### config.mk
export PLATFORM = sky130hd
export DESIGN_NAME = dasc_channel
export DESIGN_NICKNAME = d
export VERILOG_FILES = /design/src/pkg/dasc_pkg.sv /design/src/rtl/dasc_baud.sv /design/src/rtl/dasc_channel.sv
export VERILOG_INCLUDE_DIRS = /design/src /design/src/pkg
export SDC_FILE = /design/constraint.sdc
export NUM_CORES = 1
export LEC_CHECK = 0
export BUFFER_PORTS_ARGS = -buffer_cell sky130_fd_sc_hd__buf_2
export CORE_UTILIZATION = 40
export DETAILED_ROUTE_END_ITERATION = 6
export GPL_TIMING_DRIVEN = 1
export PLACE_DENSITY = 0.63
export SETUP_SLACK_MARGIN = 0.15
export SLEW_MARGIN = 30
export SYNTH_ARGS = -nofsm -noshare
export SYNTH_HDL_FRONTEND = slang
export SYNTH_SLANG_ARGS = --single-unit
### constraint.sdc
create_clock -name i_sys_clk -period 5.6 [get_ports i_sys_clk]
set_clock_uncertainty 0.1 [all_clocks]
set_input_delay 1.12 -clock i_sys_clk [delete_from_list [all_inputs] [get_ports i_sys_clk]]
set_output_delay 1.12 -clock i_sys_clk [all_outputs]
set_load 0.005 [all_outputs]
### src/pkg/dasc_defs.svh
// Purpose: Offsets, field positions, reset values and timing counts for the serial channel
// Assumes: Three-bit register address, eight-bit data bus
// Notes:   Included by the design files and the test bench
`ifndef DASC_DEFS_SVH
`define DASC_DEFS_SVH
`define DASC_ADR_DATA     3'h0
`define DASC_ADR_IEN      3'h1
`define DASC_ADR_IID      3'h2
`define DASC_ADR_LFMT     3'h3
`define DASC_ADR_MCTL     3'h4
`define DASC_ADR_LSTAT    3'h5
`define DASC_ADR_MSTAT    3'h6
`define DASC_ADR_SCR      3'h7
`define DASC_LF_DLAB      7
`define DASC_LF_BREAK     6
`define DASC_LF_STICK     5
`define DASC_LF_EVEN      4
`define DASC_LF_PAR       3
`define DASC_LF_STOP      2
`define DASC_MC_LOOP      4
`define DASC_MC_IRQEN     3
`define DASC_IID_LINE     3'h6
`define DASC_IID_RXD      3'h4
`define DASC_IID_TXE      3'h2
`define DASC_IID_MODEM    3'h0
`define DASC_IID_NONE     3'h1
`define DASC_DIV_RESET    16'h0002
`define DASC_START_MID    4'h7
`define DASC_OVS          5'h10
`endif

### src/pkg/dasc_pkg.sv
// Purpose: Types shared by the serial channel design
// Assumes: Constants come from dasc_defs.svh
// Notes:   State enums carry explicit binary codes
package dasc_pkg;
	typedef enum logic [2:0] {
		DASC_TX_IDLE  = 3'b000,
		DASC_TX_START = 3'b001,
		DASC_TX_DATA  = 3'b010,
		DASC_TX_PAR   = 3'b011,
		DASC_TX_STOP  = 3'b100
	} dasc_tx_st_t;
	typedef enum logic [2:0] {
		DASC_RX_IDLE  = 3'b000,
		DASC_RX_START = 3'b001,
		DASC_RX_DATA  = 3'b010,
		DASC_RX_PAR   = 3'b011,
		DASC_RX_STOP  = 3'b100
	} dasc_rx_st_t;
	typedef struct packed {
		logic       cs_n;
		logic       rd_n;
		logic       wr_n;
		logic [2:0] adr;
		logic [7:0] wdata;
	} dasc_bus_t;
	typedef struct packed {
		logic cts_n;
		logic dsr_n;
		logic ri_n;
		logic cd_n;
	} dasc_modem_in_t;
	typedef struct packed {
		logic [15:0] cnt;
		logic        tick;
	} dasc_baud_t;
endpackage : dasc_pkg

### src/rtl/dasc_baud.sv
// Purpose: Baud divider giving a one-cycle tick at sixteen times the bit rate
// Assumes: Divisor between 2 and 65535; values below 2 are treated as 2
// Notes:   Counter restarts when it passes the divisor after a reprogram
`timescale 1ns/1ns
`include "dasc_defs.svh"
module dasc_baud
	import dasc_pkg::*;
(
	input  wire logic        i_sys_clk,
	input  wire logic        i_rst,
	input  wire logic [15:0] i_divisor,
	output logic             o_tick
);
	dasc_baud_t st_q;
	dasc_baud_t st_d;
	logic [15:0] div_eff;

	// Clamp low divisors so the tick never runs at the full clock rate
	always_comb begin
		div_eff = (i_divisor < 16'h0002) ? 16'h0002 : i_divisor;
		st_d    = st_q;
		st_d.tick = 1'b0;
		if (st_q.cnt >= div_eff - 16'h0001) begin
			st_d.cnt  = 16'h0000;
			st_d.tick = 1'b1;
		end else begin
			st_d.cnt = st_q.cnt + 16'h0001;
		end
	end

	always_ff @(posedge i_sys_clk or posedge i_rst) begin
		if (i_rst) begin
			st_q <= '0;
		end else begin
			st_q <= st_d;
		end
	end

	assign o_tick = st_q.tick;
endmodule : dasc_baud

### src/rtl/dasc_channel.sv
// Purpose: One asynchronous serial channel with registers, modem lines and interrupt
// Assumes: Host strobes, chip select and serial/modem pins are asynchronous to i_sys_clk
// Notes:   Two instances form the dual device; bus and clock are shared outside
//
// What this block does
// - Two independent channels share bus, reset, clock
// - Own programmable baud generator per channel
// - Bit zero is first serial bit
// - Serial input high is one, low zero
// - Loopback feeds receiver from own transmitter
// - Serial output mark in reset, loopback, idle
// - Frame: start, data, optional parity, stop
// - Five to eight data bits selectable
// - Even, odd or no parity generated, checked
// - Respond only while chip select low
// - Write strobe low stores addressed register
// - Read strobe low drives data bus
// - Three address lines select eight registers
// - Divisor latch bit remaps addresses zero, one
// - Interrupt high on any enabled condition
// - Enable bits zero to three, rest zero
// - Interrupt enable output follows modem control
// - Control bit one drives request-to-send low outside loopback
// - Control bit zero drives terminal-ready low outside loopback
// - Reset clears registers, sets divisor to two, idles serial lines
// - Clear-to-send readable, no effect on transfer
// - Other modem inputs only reported as status
// - Stop bits one, one-and-half or two
// - Identity codes prioritised, bit zero pending
// - Divisor two to 65535 gives sixteen-times clock
// - Start bit checked at its centre
`timescale 1ns/1ns
`include "dasc_defs.svh"
module dasc_channel
	import dasc_pkg::*;
(
	input  wire logic           i_sys_clk,
	input  wire logic           i_rst,
	input  wire dasc_bus_t      i_bus,
	output logic [7:0]          o_rdata,
	output logic                o_rdata_oe,
	input  wire logic           i_rx,
	output logic                o_tx,
	input  wire dasc_modem_in_t i_modem,
	output logic                o_rts_n,
	output logic                o_dtr_n,
	output logic                o_irq,
	output logic                o_irq_oe,
	output logic                o_irq_enable_out_n
);
	// per-channel state; one instance per channel
	typedef struct packed {
		logic [2:0]  cs_s1, cs_s2, rd_s1, rd_s2, wr_s1, wr_s2;
		logic [11:0] bus_s1, bus_s2;
		logic        rd_prev, wr_prev;
		logic [1:0]  rx_s;
		logic [7:0]  mdm_s;
		logic [7:0]  line_format, irq_enable, modem_control, scratch;
		logic [15:0] divisor;
		logic [7:0]  tx_holding, tx_shift, rx_holding, rx_shift;
		logic        thr_empty, data_ready, overrun, par_err, frm_err, brk;
		logic [3:0]  mdm_prev, mdm_delta;
		logic        thre_irq;
		dasc_tx_st_t tx_st;
		logic [4:0]  tx_ovs;
		logic [2:0]  tx_bit;
		logic        tx_half, tx_line;
		dasc_rx_st_t rx_st;
		logic [3:0]  rx_ovs;
		logic [2:0]  rx_bit;
		logic        rx_prev, rx_par, rx_zero;
		logic [7:0]  rdata;
		logic        rd_act;
	} chan_st_t;
	chan_st_t st_q;
	chan_st_t st_d;
	logic       tick;
	logic       rx_in;
	logic [3:0] mdm_now;
	logic       rd_fall, wr_fall, sel;
	logic [2:0] adr;
	logic [7:0] wd;
	logic [2:0] nbits;
	logic       dlab, loop;
	logic [2:0] iid;

	dasc_baud u_baud (
		.i_sys_clk (i_sys_clk),
		.i_rst     (i_rst),
		.i_divisor (st_q.divisor),
		.o_tick    (tick)
	);

	// Parity over the active data bits
	function automatic logic par_of(input logic [7:0] d, input logic [1:0] wl);
		logic [7:0] m;
		m = 8'h1F << 0;
		case (wl)
			2'b00: m = 8'h1F;
			2'b01: m = 8'h3F;
			2'b10: m = 8'h7F;
			default: m = 8'hFF;
		endcase
		par_of = ^(d & m);
	endfunction : par_of

	// Expected parity bit from line format; stick parity forces a constant
	function automatic logic par_bit(input logic [7:0] d, input logic [7:0] lf);
		if (lf[`DASC_LF_STICK]) begin
			par_bit = ~lf[`DASC_LF_EVEN];
		end else begin
			par_bit = par_of(d, lf[1:0]) ^ ~lf[`DASC_LF_EVEN];
		end
	endfunction : par_bit

	// Helper views of the synchronised bus and line
	always_comb begin
		dlab    = st_q.line_format[`DASC_LF_DLAB];
		loop    = st_q.modem_control[`DASC_MC_LOOP];
		adr     = st_q.bus_s2[10:8];
		wd      = st_q.bus_s2[7:0];
		// strobes count only with chip select low
		sel     = ~st_q.cs_s2[0];
		rd_fall = sel & ~st_q.rd_s2[0] & st_q.rd_prev;
		wr_fall = sel & ~st_q.wr_s2[0] & st_q.wr_prev;
		// loopback takes the transmitter line internally
		rx_in   = loop ? st_q.tx_line : st_q.rx_s[1];
		// loopback status sources come from modem control
		// modem inputs only reported, never gate transfer
		mdm_now = loop ? {st_q.modem_control[3], st_q.modem_control[2],
			st_q.modem_control[0], st_q.modem_control[1]}
			: {~st_q.mdm_s[7], ~st_q.mdm_s[6], ~st_q.mdm_s[5], ~st_q.mdm_s[4]};
		nbits   = {1'b1, st_q.line_format[1:0]} - 3'h4 + 3'h4;
		// Kept as a signal so the pin follows register changes
		iid     = iid_code();
	end

	// Next state: synchronisers, register file, transmitter, receiver
	always_comb begin
		st_d = st_q;
		// Two flops on every pin before use
		st_d.cs_s1  = {3{i_bus.cs_n}};
		st_d.cs_s2  = st_q.cs_s1;
		st_d.rd_s1  = {3{i_bus.rd_n}};
		st_d.rd_s2  = st_q.rd_s1;
		st_d.wr_s1  = {3{i_bus.wr_n}};
		st_d.wr_s2  = st_q.wr_s1;
		st_d.bus_s1 = {1'b0, i_bus.adr, i_bus.wdata};
		st_d.bus_s2 = st_q.bus_s1;
		st_d.rd_prev = st_q.rd_s2[0] | ~sel;
		st_d.wr_prev = st_q.wr_s2[0] | ~sel;
		st_d.rx_s   = {st_q.rx_s[0], i_rx};
		st_d.mdm_s  = {st_q.mdm_s[3:0], i_modem.cd_n, i_modem.ri_n,
			i_modem.dsr_n, i_modem.cts_n};
		st_d.mdm_prev = mdm_now;
		st_d.rd_act = sel & ~st_q.rd_s2[0];

		if (wr_fall) begin
			case (adr)
				`DASC_ADR_DATA: begin
					if (dlab) begin
						st_d.divisor[7:0] = wd;
					end else begin
						st_d.tx_holding = wd;
						st_d.thr_empty  = 1'b0;
						st_d.thre_irq   = 1'b0;
					end
				end
				`DASC_ADR_IEN: begin
					if (dlab) begin
						st_d.divisor[15:8] = wd;
					end else begin
						st_d.irq_enable = {4'h0, wd[3:0]};
					end
				end
				`DASC_ADR_LFMT: st_d.line_format   = wd;
				`DASC_ADR_MCTL: st_d.modem_control = {3'h0, wd[4:0]};
				`DASC_ADR_SCR:  st_d.scratch       = wd;
				default: ;
			endcase
		end

		// read data captured on the strobe, with clear-on-read side effects
		if (rd_fall) begin
			case (adr)
				`DASC_ADR_DATA: begin
					st_d.rdata      = dlab ? st_q.divisor[7:0] : st_q.rx_holding;
					if (!dlab) st_d.data_ready = 1'b0;
				end
				`DASC_ADR_IEN:  st_d.rdata = dlab ? st_q.divisor[15:8] : st_q.irq_enable;
				`DASC_ADR_IID: begin
					st_d.rdata = {5'h00, iid};
					if (iid == `DASC_IID_TXE) st_d.thre_irq = 1'b0;
				end
				`DASC_ADR_LFMT: st_d.rdata = st_q.line_format;
				`DASC_ADR_MCTL: st_d.rdata = st_q.modem_control;
				`DASC_ADR_LSTAT: begin
					// line status layout; errors clear on read
					st_d.rdata = {1'b0, st_q.thr_empty & (st_q.tx_st == DASC_TX_IDLE),
						st_q.thr_empty, st_q.brk, st_q.frm_err, st_q.par_err,
						st_q.overrun, st_q.data_ready};
					st_d.overrun = 1'b0;
					st_d.par_err = 1'b0;
					st_d.frm_err = 1'b0;
					st_d.brk     = 1'b0;
				end
				`DASC_ADR_MSTAT: begin
					st_d.rdata     = {mdm_now, st_q.mdm_delta};
					st_d.mdm_delta = 4'h0;
				end
				default: st_d.rdata = st_q.scratch;
			endcase
		end

		// change flags; set wins over a read clear
		st_d.mdm_delta[0] = st_d.mdm_delta[0] | (mdm_now[0] ^ st_q.mdm_prev[0]);
		st_d.mdm_delta[1] = st_d.mdm_delta[1] | (mdm_now[1] ^ st_q.mdm_prev[1]);
		st_d.mdm_delta[2] = st_d.mdm_delta[2] | (~mdm_now[2] & st_q.mdm_prev[2]);
		st_d.mdm_delta[3] = st_d.mdm_delta[3] | (mdm_now[3] ^ st_q.mdm_prev[3]);

		// transmitter framing on the sixteen-times tick
		if (tick) begin
			case (st_q.tx_st)
				DASC_TX_IDLE: begin
					st_d.tx_line = 1'b1;
					if (!st_q.thr_empty) begin
						st_d.tx_shift  = st_q.tx_holding;
						st_d.thr_empty = 1'b1;
						st_d.thre_irq  = 1'b1;
						st_d.tx_st     = DASC_TX_START;
						st_d.tx_ovs    = 5'h00;
						st_d.tx_line   = 1'b0;
					end
				end
				DASC_TX_START, DASC_TX_DATA, DASC_TX_PAR: begin
					st_d.tx_ovs = st_q.tx_ovs + 5'h01;
					if (st_q.tx_ovs == `DASC_OVS - 5'h01) begin
						st_d.tx_ovs = 5'h00;
						if (st_q.tx_st == DASC_TX_START) begin
							st_d.tx_st   = DASC_TX_DATA;
							st_d.tx_bit  = 3'h0;
							st_d.tx_line = st_q.tx_shift[0];
						end else if (st_q.tx_st == DASC_TX_DATA && st_q.tx_bit != nbits) begin
							st_d.tx_bit  = st_q.tx_bit + 3'h1;
							st_d.tx_line = st_q.tx_shift[st_q.tx_bit + 3'h1];
						end else if (st_q.tx_st == DASC_TX_DATA
							&& st_q.line_format[`DASC_LF_PAR]) begin
							st_d.tx_st   = DASC_TX_PAR;
							st_d.tx_line = par_bit(st_q.tx_shift, st_q.line_format);
						end else begin
							st_d.tx_st   = DASC_TX_STOP;
							st_d.tx_line = 1'b1;
							st_d.tx_half = 1'b0;
						end
					end
				end
				DASC_TX_STOP: begin
					// one, one-and-half or two stop bits
					st_d.tx_ovs = st_q.tx_ovs + 5'h01;
					if (!st_q.line_format[`DASC_LF_STOP] && st_q.tx_ovs == 5'h0F ||
						st_q.line_format[`DASC_LF_STOP] && st_q.line_format[1:0] == 2'b00 &&
						st_q.tx_half && st_q.tx_ovs == 5'h07 ||
						st_q.tx_half && st_q.tx_ovs == 5'h0F) begin
						st_d.tx_st = DASC_TX_IDLE;
					end else if (st_q.tx_ovs == 5'h0F) begin
						st_d.tx_ovs  = 5'h00;
						st_d.tx_half = 1'b1;
					end
				end
				default: st_d.tx_st = DASC_TX_IDLE;
			endcase
		end

		// receiver: start qualified at centre; high is one
		if (tick) begin
			st_d.rx_ovs = st_q.rx_ovs + 4'h1;
			case (st_q.rx_st)
				DASC_RX_IDLE: begin
					st_d.rx_prev = rx_in;
					if (st_q.rx_prev && !rx_in) begin
						st_d.rx_st  = DASC_RX_START;
						st_d.rx_ovs = 4'h0;
					end
				end
				DASC_RX_START: begin
					if (st_q.rx_ovs == `DASC_START_MID) begin
						st_d.rx_ovs = 4'h0;
						st_d.rx_st  = rx_in ? DASC_RX_IDLE : DASC_RX_DATA;
						st_d.rx_bit = 3'h0;
						st_d.rx_zero = 1'b1;
						st_d.rx_shift = 8'h00;
						st_d.rx_prev = 1'b1;
					end
				end
				DASC_RX_DATA: begin
					if (st_q.rx_ovs == 4'hF) begin
						st_d.rx_shift[st_q.rx_bit] = rx_in;
						st_d.rx_zero = st_q.rx_zero & ~rx_in;
						st_d.rx_bit  = st_q.rx_bit + 3'h1;
						if (st_q.rx_bit == nbits) begin
							st_d.rx_st = st_q.line_format[`DASC_LF_PAR] ? DASC_RX_PAR
								: DASC_RX_STOP;
						end
					end
				end
				DASC_RX_PAR: begin
					if (st_q.rx_ovs == 4'hF) begin
						st_d.rx_par  = rx_in;
						st_d.rx_zero = st_q.rx_zero & ~rx_in;
						st_d.rx_st   = DASC_RX_STOP;
					end
				end
				DASC_RX_STOP: begin
					if (st_q.rx_ovs == 4'hF) begin
						// status set on stop; set wins over the read clear
						st_d.rx_holding = st_q.rx_shift;
						st_d.overrun    = st_d.overrun | st_q.data_ready;
						st_d.data_ready = 1'b1;
						st_d.frm_err    = st_d.frm_err | ~rx_in;
						st_d.brk        = st_d.brk | (st_q.rx_zero & ~rx_in);
						st_d.par_err    = st_d.par_err | (st_q.line_format[`DASC_LF_PAR] &
							(st_q.rx_par != par_bit(st_q.rx_shift, st_q.line_format)));
						st_d.rx_st      = DASC_RX_IDLE;
						st_d.rx_prev    = rx_in;
					end
				end
				default: st_d.rx_st = DASC_RX_IDLE;
			endcase
		end
	end

	function automatic logic [2:0] iid_code();
		logic le;
		le = st_q.overrun | st_q.par_err | st_q.frm_err | st_q.brk;
		if (st_q.irq_enable[2] && le) iid_code = `DASC_IID_LINE;
		else if (st_q.irq_enable[0] && st_q.data_ready) iid_code = `DASC_IID_RXD;
		else if (st_q.irq_enable[1] && st_q.thre_irq) iid_code = `DASC_IID_TXE;
		else if (st_q.irq_enable[3] && |st_q.mdm_delta) iid_code = `DASC_IID_MODEM;
		else iid_code = `DASC_IID_NONE;
	endfunction : iid_code

	always_ff @(posedge i_sys_clk or posedge i_rst) begin
		if (i_rst) begin
			st_q           <= '0;
			st_q.cs_s1     <= 3'h7;
			st_q.cs_s2     <= 3'h7;
			st_q.rd_s1     <= 3'h7;
			st_q.rd_s2     <= 3'h7;
			st_q.wr_s1     <= 3'h7;
			st_q.wr_s2     <= 3'h7;
			st_q.rd_prev   <= 1'b1;
			st_q.wr_prev   <= 1'b1;
			st_q.rx_s      <= 2'b11;
			st_q.mdm_s     <= 8'hFF;
			st_q.divisor   <= `DASC_DIV_RESET;
			st_q.thr_empty <= 1'b1;
			st_q.tx_line   <= 1'b1;
			st_q.rx_prev   <= 1'b1;
		end else begin
			st_q <= st_d;
		end
	end

	// mark on reset or loopback; interrupt pins
	assign o_tx               = st_q.tx_line | loop | i_rst;
	assign o_irq              = (iid != `DASC_IID_NONE);
	assign o_irq_oe           = st_q.modem_control[`DASC_MC_IRQEN];
	assign o_irq_enable_out_n = ~st_q.modem_control[`DASC_MC_IRQEN];
	// active-low modem outputs, forced high in loopback
	assign o_rts_n            = ~st_q.modem_control[1] | loop;
	assign o_dtr_n            = ~st_q.modem_control[0] | loop;
	assign o_rdata            = st_q.rdata;
	assign o_rdata_oe         = st_q.rd_act & ~st_q.rd_s2[0] & ~st_q.cs_s2[0];
endmodule : dasc_channel

**Word level (Yosys, flattened, before mapping)**

Cells that the tools add are included.
Widths: inputs -> output; s select.

- Bits in writable memories: 0
- Memories: 0
- Logic and storage cells: 300
- Bits in latches: 0
- Register bits after elaboration: 180
- Bits of input ports: 21
- Bits in read-only memories: 0
- Output and inout bits: 15

- Multipliers: 0
- Shift-type cells: 0
- $lt $le $gt $ge: 5
- Muxes and demuxes: 100
- Eq/ne operators: 41
- Reduce and logical (&&, ||, !) cells: 51
- Divide/modulo/power cells: 0
- $add $sub $neg: 8
- Bitwise logic cells: 49

Operators by type and width:

| operator | number |
|---|---|
| $mux 8 | 14 |
| $pmux 8 s7 | 1 |
| $mux 3 | 15 |
| $mux 1 | 37 |
| $mux 5 | 7 |
| $mux 16 | 2 |
| $ne 2x2->1 const B | 14 |
| $reduce_and 3->1 | 9 |
| $pmux 8 s3 | 1 |
| $eq 3x2->1 const B | 7 |
| $eq 3x3->1 const B | 6 |
| $or 1x1->1 | 17 |
| $add 16x1->16 const B | 1 |
| $and 8x8->8 | 2 |
| $ge 16x16->1 | 1 |
| $lt 16x2->1 const B | 1 |
| $pmux 8 s2 | 1 |
| $reduce_xor 8->1 | 2 |
| $sub 16x1->16 const B | 1 |
| $not 1->1 | 15 |
| $pmux 3 s5 | 1 |
| $pmux 5 s3 | 1 |
| $mux 14 | 1 |
| $logic_and 1x1->1 | 13 |
| other kinds (48) | 84 |

**Depth between registers and ports, before layout**

- Depth in word-level cells: 19
- Depth in mapped cells: 17

**Modules after synthesis**

A second synthesis with hierarchy kept.

- Cell total of the unflattened synthesis: 836
- Area total of the unflattened synthesis: 8993.6 um^2

Modules (own cells, without submodules):

| module | times used | cells each | area each (um^2) |
|---|---|---|---|
| dasc_channel | 1 | 678 | 7614.8 |
| dasc_baud | 1 | 158 | 1378.8 |

**Worst setup path before layout**

OpenSTA, ideal clock, no wires.

- Kind: register to register
- Start point: reg st_q[84] (netlist bit)
- End point: reg u_baud.st_q[10] (netlist bit)
- Cell stages (with the launch flop): 16
- Clock period less this slack: 3.886 ns
- Library setup time: 0.132 ns
- Arrival: 3.654 ns
- Setup slack: 1.714 ns
- Path through: dfrtp_1 > or4_4 > nor4_4 > nand2_1 > o21ai_0 > ha_1 > inv_1 > or3_1 > xor2_1 > ha_1 > and4_1 > nand2_1 > o211a_1 > o21ai_1 > clkbuf_1 > nor2_1

RTL lines:

| element | RTL line | source |
|---|---|---|
| from (decl) | dasc_channel.sv:75 | `chan_st_t st_q;` |
| from (signal assigned) | dasc_channel.sv:360 | `st_q <= st_d;` |
| to (signal assigned) | dasc_baud.sv:35 | `st_q <= st_d;` |
| to (decl) | dasc_baud.sv:14 | `dasc_baud_t st_q;` |

==> out/results.tsv <==
stage	metric	value	unit
status	status	finished clean	
cts	cts_tree	done	
cts	cts_max_path_buffers	2	
place	placed_area	0.00929	mm^2
critical_path	cp_top_family	simple AND/OR/NAND/NOR gates	
critical_path	path_max_fanout	17	
synth	ys.flop_type	dfrtp_1	
cells_and_area	finish.utilization	0.452	
timing	worstMarginPinSlew	0.866	ns
critical_path	crit_chain	or4_4 -> nor4_4 -> nand2_1 -> o21ai_0 -> ha_1 -> inv_1 -> or3_1 -> xor2_1 -> ha_1 -> a21o_1 -> a21o_1 -> a221oi_1 -> o211a_1 -> o21ai_1 -> buf_4 -> nor2_1	
drt	dr.pass1.iters	5	
place	place.gp.congestion	0.865	
cts	cts_buffers	17	
flow_run	maxCapViolCount	0	
grt	track_usage	0.181	
floorplanning	start_util	0.410	
grt	antenna_found_initial	0	
worst_hold_path	hold_path.class	flip-flop to flip-flop	
cts	insertion_delay	0.43	ns
power_and_ir_drop	ir_drop	0.203	mV
cells_and_area	drive_gt1_frac	0.199	
timing	max_freq	246	MHz
drt	drt_iter0_markers	386	
grt	grt_overflow	0	
place	dp.cells	1126	
synth	ys_types	72	
cts	cts.sinks	180	
timing	slew_violations	0	
synth	yosysTopAreaCellShare	0.441	
place	io_buffers	35	
critical_path	slowest_stage	or4_4	
timing	hold_viol	0	
synth	synthArstFlopShare	1.00	
drt	wire_per_inst	17.0	um
critical_path	critical_path.max_stage_delay	0.61	ns
place	dpl_worst_slack	1.59	ns
power_and_ir_drop	power.leakage	4.51	nW
cts	cts_resized	0	
cts	cts_setup_buffers	0	
synth	synth-edff-count	0	
timing	relSlewSlack	0.423	
synth	netlist_area	0.00896	mm^2
floorplanning	fp-row-count	54	
synth	ys_ff_latch	180	
synth	netlist_top_cells_area	dfrtp_1 44%, mux2_2 7.5%, dfstp_2 6.4%	
critical_path	cp.buffers_inverters	2	
drt	final_antenna_net_count	0	
cells_and_area	design_area	0.00990	mm^2
cells_and_area	final_cells	1158	
critical_path	cp-end-kind	flip-flop	
timing	fin_ws	1.54	ns
timing	rsz0062_at_grt	false	
cells_and_area	fin_nets	908	
critical_path	critPathRequiredTime	5.85	ns
cts	ctsRootBufferMaster	clkbuf_16	
power_and_ir_drop	cellPowerDensity	385	mW/mm^2
critical_path	path_class	flip-flop to flip-flop	
timing	final-setup-viol-count	0	
floorplanning	pin_count	36	
floorplanning	core	0.0219	mm^2
drt	vias	6297	
floorplanning	chipWidth	152	um
drt	routed_wl	19.7	mm
cts	cts.clk_slew.worst_paths	0.07	ns
cts	cts_hold_buffers	0	
timing	finalCriticalPeriod	4.06	ns
drt	drc	0	
cells_and_area	num_antenna_cells	0	
grt	grt_pass1_wl	31.9	mm
synth	yosysSeqAreaShare	0.506	
timing	fin_crit_sh	0.724	
place	hpwl	13.7	mm
timing	fin_tns_setup	0	ns
synth	netlist_instances	852	
synth	yosys_warnings	0	
synth	syn_avg_cell_area	10.5	um^2
cts	h-tree-depth	4	
cells_and_area	area_growth	10.4	%
drt	viasPerCell	5.44	
critical_path	cp_data_arrival_time	4.31	ns
floorplanning	die_area	0.0230	mm^2
grt	grt_pass1_vias	5968	
critical_path	startpoint_type	flip-flop	
synth	synth_top_area_cell	dfrtp_1	
grt	grt_start_max_net_pins	130	
synth	syn-num-nets	895	
floorplanning	die_h	152	um
path summary, 6_finish.rpt:
path                                       from                  endpoint  cells past startpoint  slack, ns
max                        st_q[84]$_DFFE_PP0P_  u_baud.st_q[6]$_DFF_PP0_                     16       1.54
min                         st_d[143]$_DFF_PP0_       st_q[143]$_DFF_PP0_                      0       0.25
max reg2reg                st_q[84]$_DFFE_PP0P_  u_baud.st_q[6]$_DFF_PP0_                     16       1.54
min reg2reg                 st_d[143]$_DFF_PP0_       st_q[143]$_DFF_PP0_                      0       0.25
max in group asynchronous                 i_rst          adr[2]$_DFF_PP0_                      3       3.66
min in group asynchronous                 i_rst      st_q[26]$_DFFE_PP0P_                      2       0.65
cells in the final DEF (no fill, tap or decap), types with 4 or more instances in the layout:
| master | netlist | layout |
|---|---|---|
| mux2i_1 | 18 | 18 |
| mux4_2 | 4 | 4 |
| a31oi_1 | 8 | 8 |
| nor4_1 | 11 | 11 |
| clkbuf_16 | 0 | 17 |
| or3_1 | 7 | 7 |
| xor2_1 | 17 | 17 |
| mux2_2 | 60 | 60 |
| inv_6 | 0 | 5 |
| a22o_1 | 5 | 5 |
| nor2b_1 | 7 | 7 |
| nand3_1 | 24 | 24 |
| o21ai_0 | 61 | 61 |
| a21oi_1 | 14 | 14 |
| and3_1 | 10 | 10 |
| nand4_1 | 9 | 9 |
| o41ai_1 | 4 | 4 |
| xnor2_1 | 30 | 30 |
| nand2_1 | 120 | 120 |
| or2_2 | 4 | 4 |
| nor2_1 | 61 | 61 |
| o31ai_1 | 8 | 8 |
| inv_1 | 24 | 23 |
| dfrtp_1 | 158 | 156 |
| ha_1 | 22 | 22 |
| nor3_1 | 19 | 19 |
| a32o_1 | 4 | 4 |
| buf_2 | 8 | 35 |
| inv_8 | 0 | 4 |
| a21o_1 | 14 | 14 |
| nand2b_1 | 7 | 7 |
| dfstp_2 | 22 | 22 |
state kept, by name, summed over array words and instances, names as in the netlist:
name / count
adr: 3
dlab: 1
loop: 1
o_irq_oe: 1
o_rdata: 8
st_d: 19
st_q: 130
u_baud.o_tick: 1
u_baud.st_q: 16
final cells by class:
cell class	count	area, um^2
well taps	280	350
inverters	24	93.8
clock inverters	15	180
multi-input cells	604	4090
fillers	2099	12000
repair buffers	38	223
clock buffers	17	425
flip-flops and latches	180	4530
layer usage:
layer / vias up / part of all wire / global-route usage
met4: 0 / 0.011 / 0.0426
met5: - / 0 / 0
met2: 166 / 0.46 / 0.283
met1: 3079 / 0.47 / 0.252
met3: 23 / 0.054 / 0.0437
li1: 3029 / - / -
synth_stat cells, types with 3 or more instances:
| library cell | count |
|---|---|
| o31ai_1 | 8 |
| nor4_1 | 11 |
| mux2i_1 | 18 |
| mux2_2 | 60 |
| o41ai_1 | 4 |
| xnor2_1 | 30 |
| nor2_1 | 61 |
| clkbuf_1 | 17 |
| or2_2 | 4 |
| and3b_1 | 3 |
| inv_1 | 24 |
| nor3b_1 | 3 |
| nand4_1 | 9 |
| a22o_1 | 5 |
| ha_1 | 22 |
| a32o_1 | 4 |
| nor3_1 | 19 |
| buf_6 | 3 |
| nor2b_1 | 7 |
| nand2b_1 | 7 |
| o21ai_0 | 61 |
| buf_2 | 8 |
| dfrtp_1 | 158 |
| a21o_1 | 14 |
| mux4_2 | 4 |
| o21ai_1 | 3 |
| nand2_1 | 120 |
| and3_1 | 10 |
| a21oi_1 | 14 |
| dfstp_2 | 22 |
| buf_4 | 12 |
| a31oi_1 | 8 |
| nand3_1 | 24 |
| or3_1 | 7 |
| o211ai_1 | 3 |
| xor2_1 | 17 |
| buf_1 | 3 |
through the flow:
step	power (mW)	hold slack [ns]
floorplan	2.37	0.231
CTS	3.84	0.251
finish	3.81	0.253
global placement	2.57	0.231
global route	4.01	0.256
detailed placement	2.59	0.236
report_power, final:
group,internal [mW],switching [mW],total (mW),leakage [nW]
Combinational,0.413,0.432,0.844,1.96
Sequential,1.48,0.249,1.73,2.25
Clock,0.678,0.556,1.23,0.301
Total,2.57,1.24,3.81,4.51
kinds of logic (layout without fill, tap and decap cells):
| group | after synthesis | after routing | synth area share |
|---|---|---|---|
| fa+ha+maj | 22 | 22 | 0.0307 |
| mux | 84 | 84 | 0.109 |
| buf+inv | 68 | 94 | 0.0382 |
| compound gates | 148 | 148 | 0.107 |
| flops | 180 | 180 | 0.506 |
| simple gates | 302 | 302 | 0.162 |
| xor+xnor | 48 | 48 | 0.0477 |
Power figures use the tool's default switching activity.
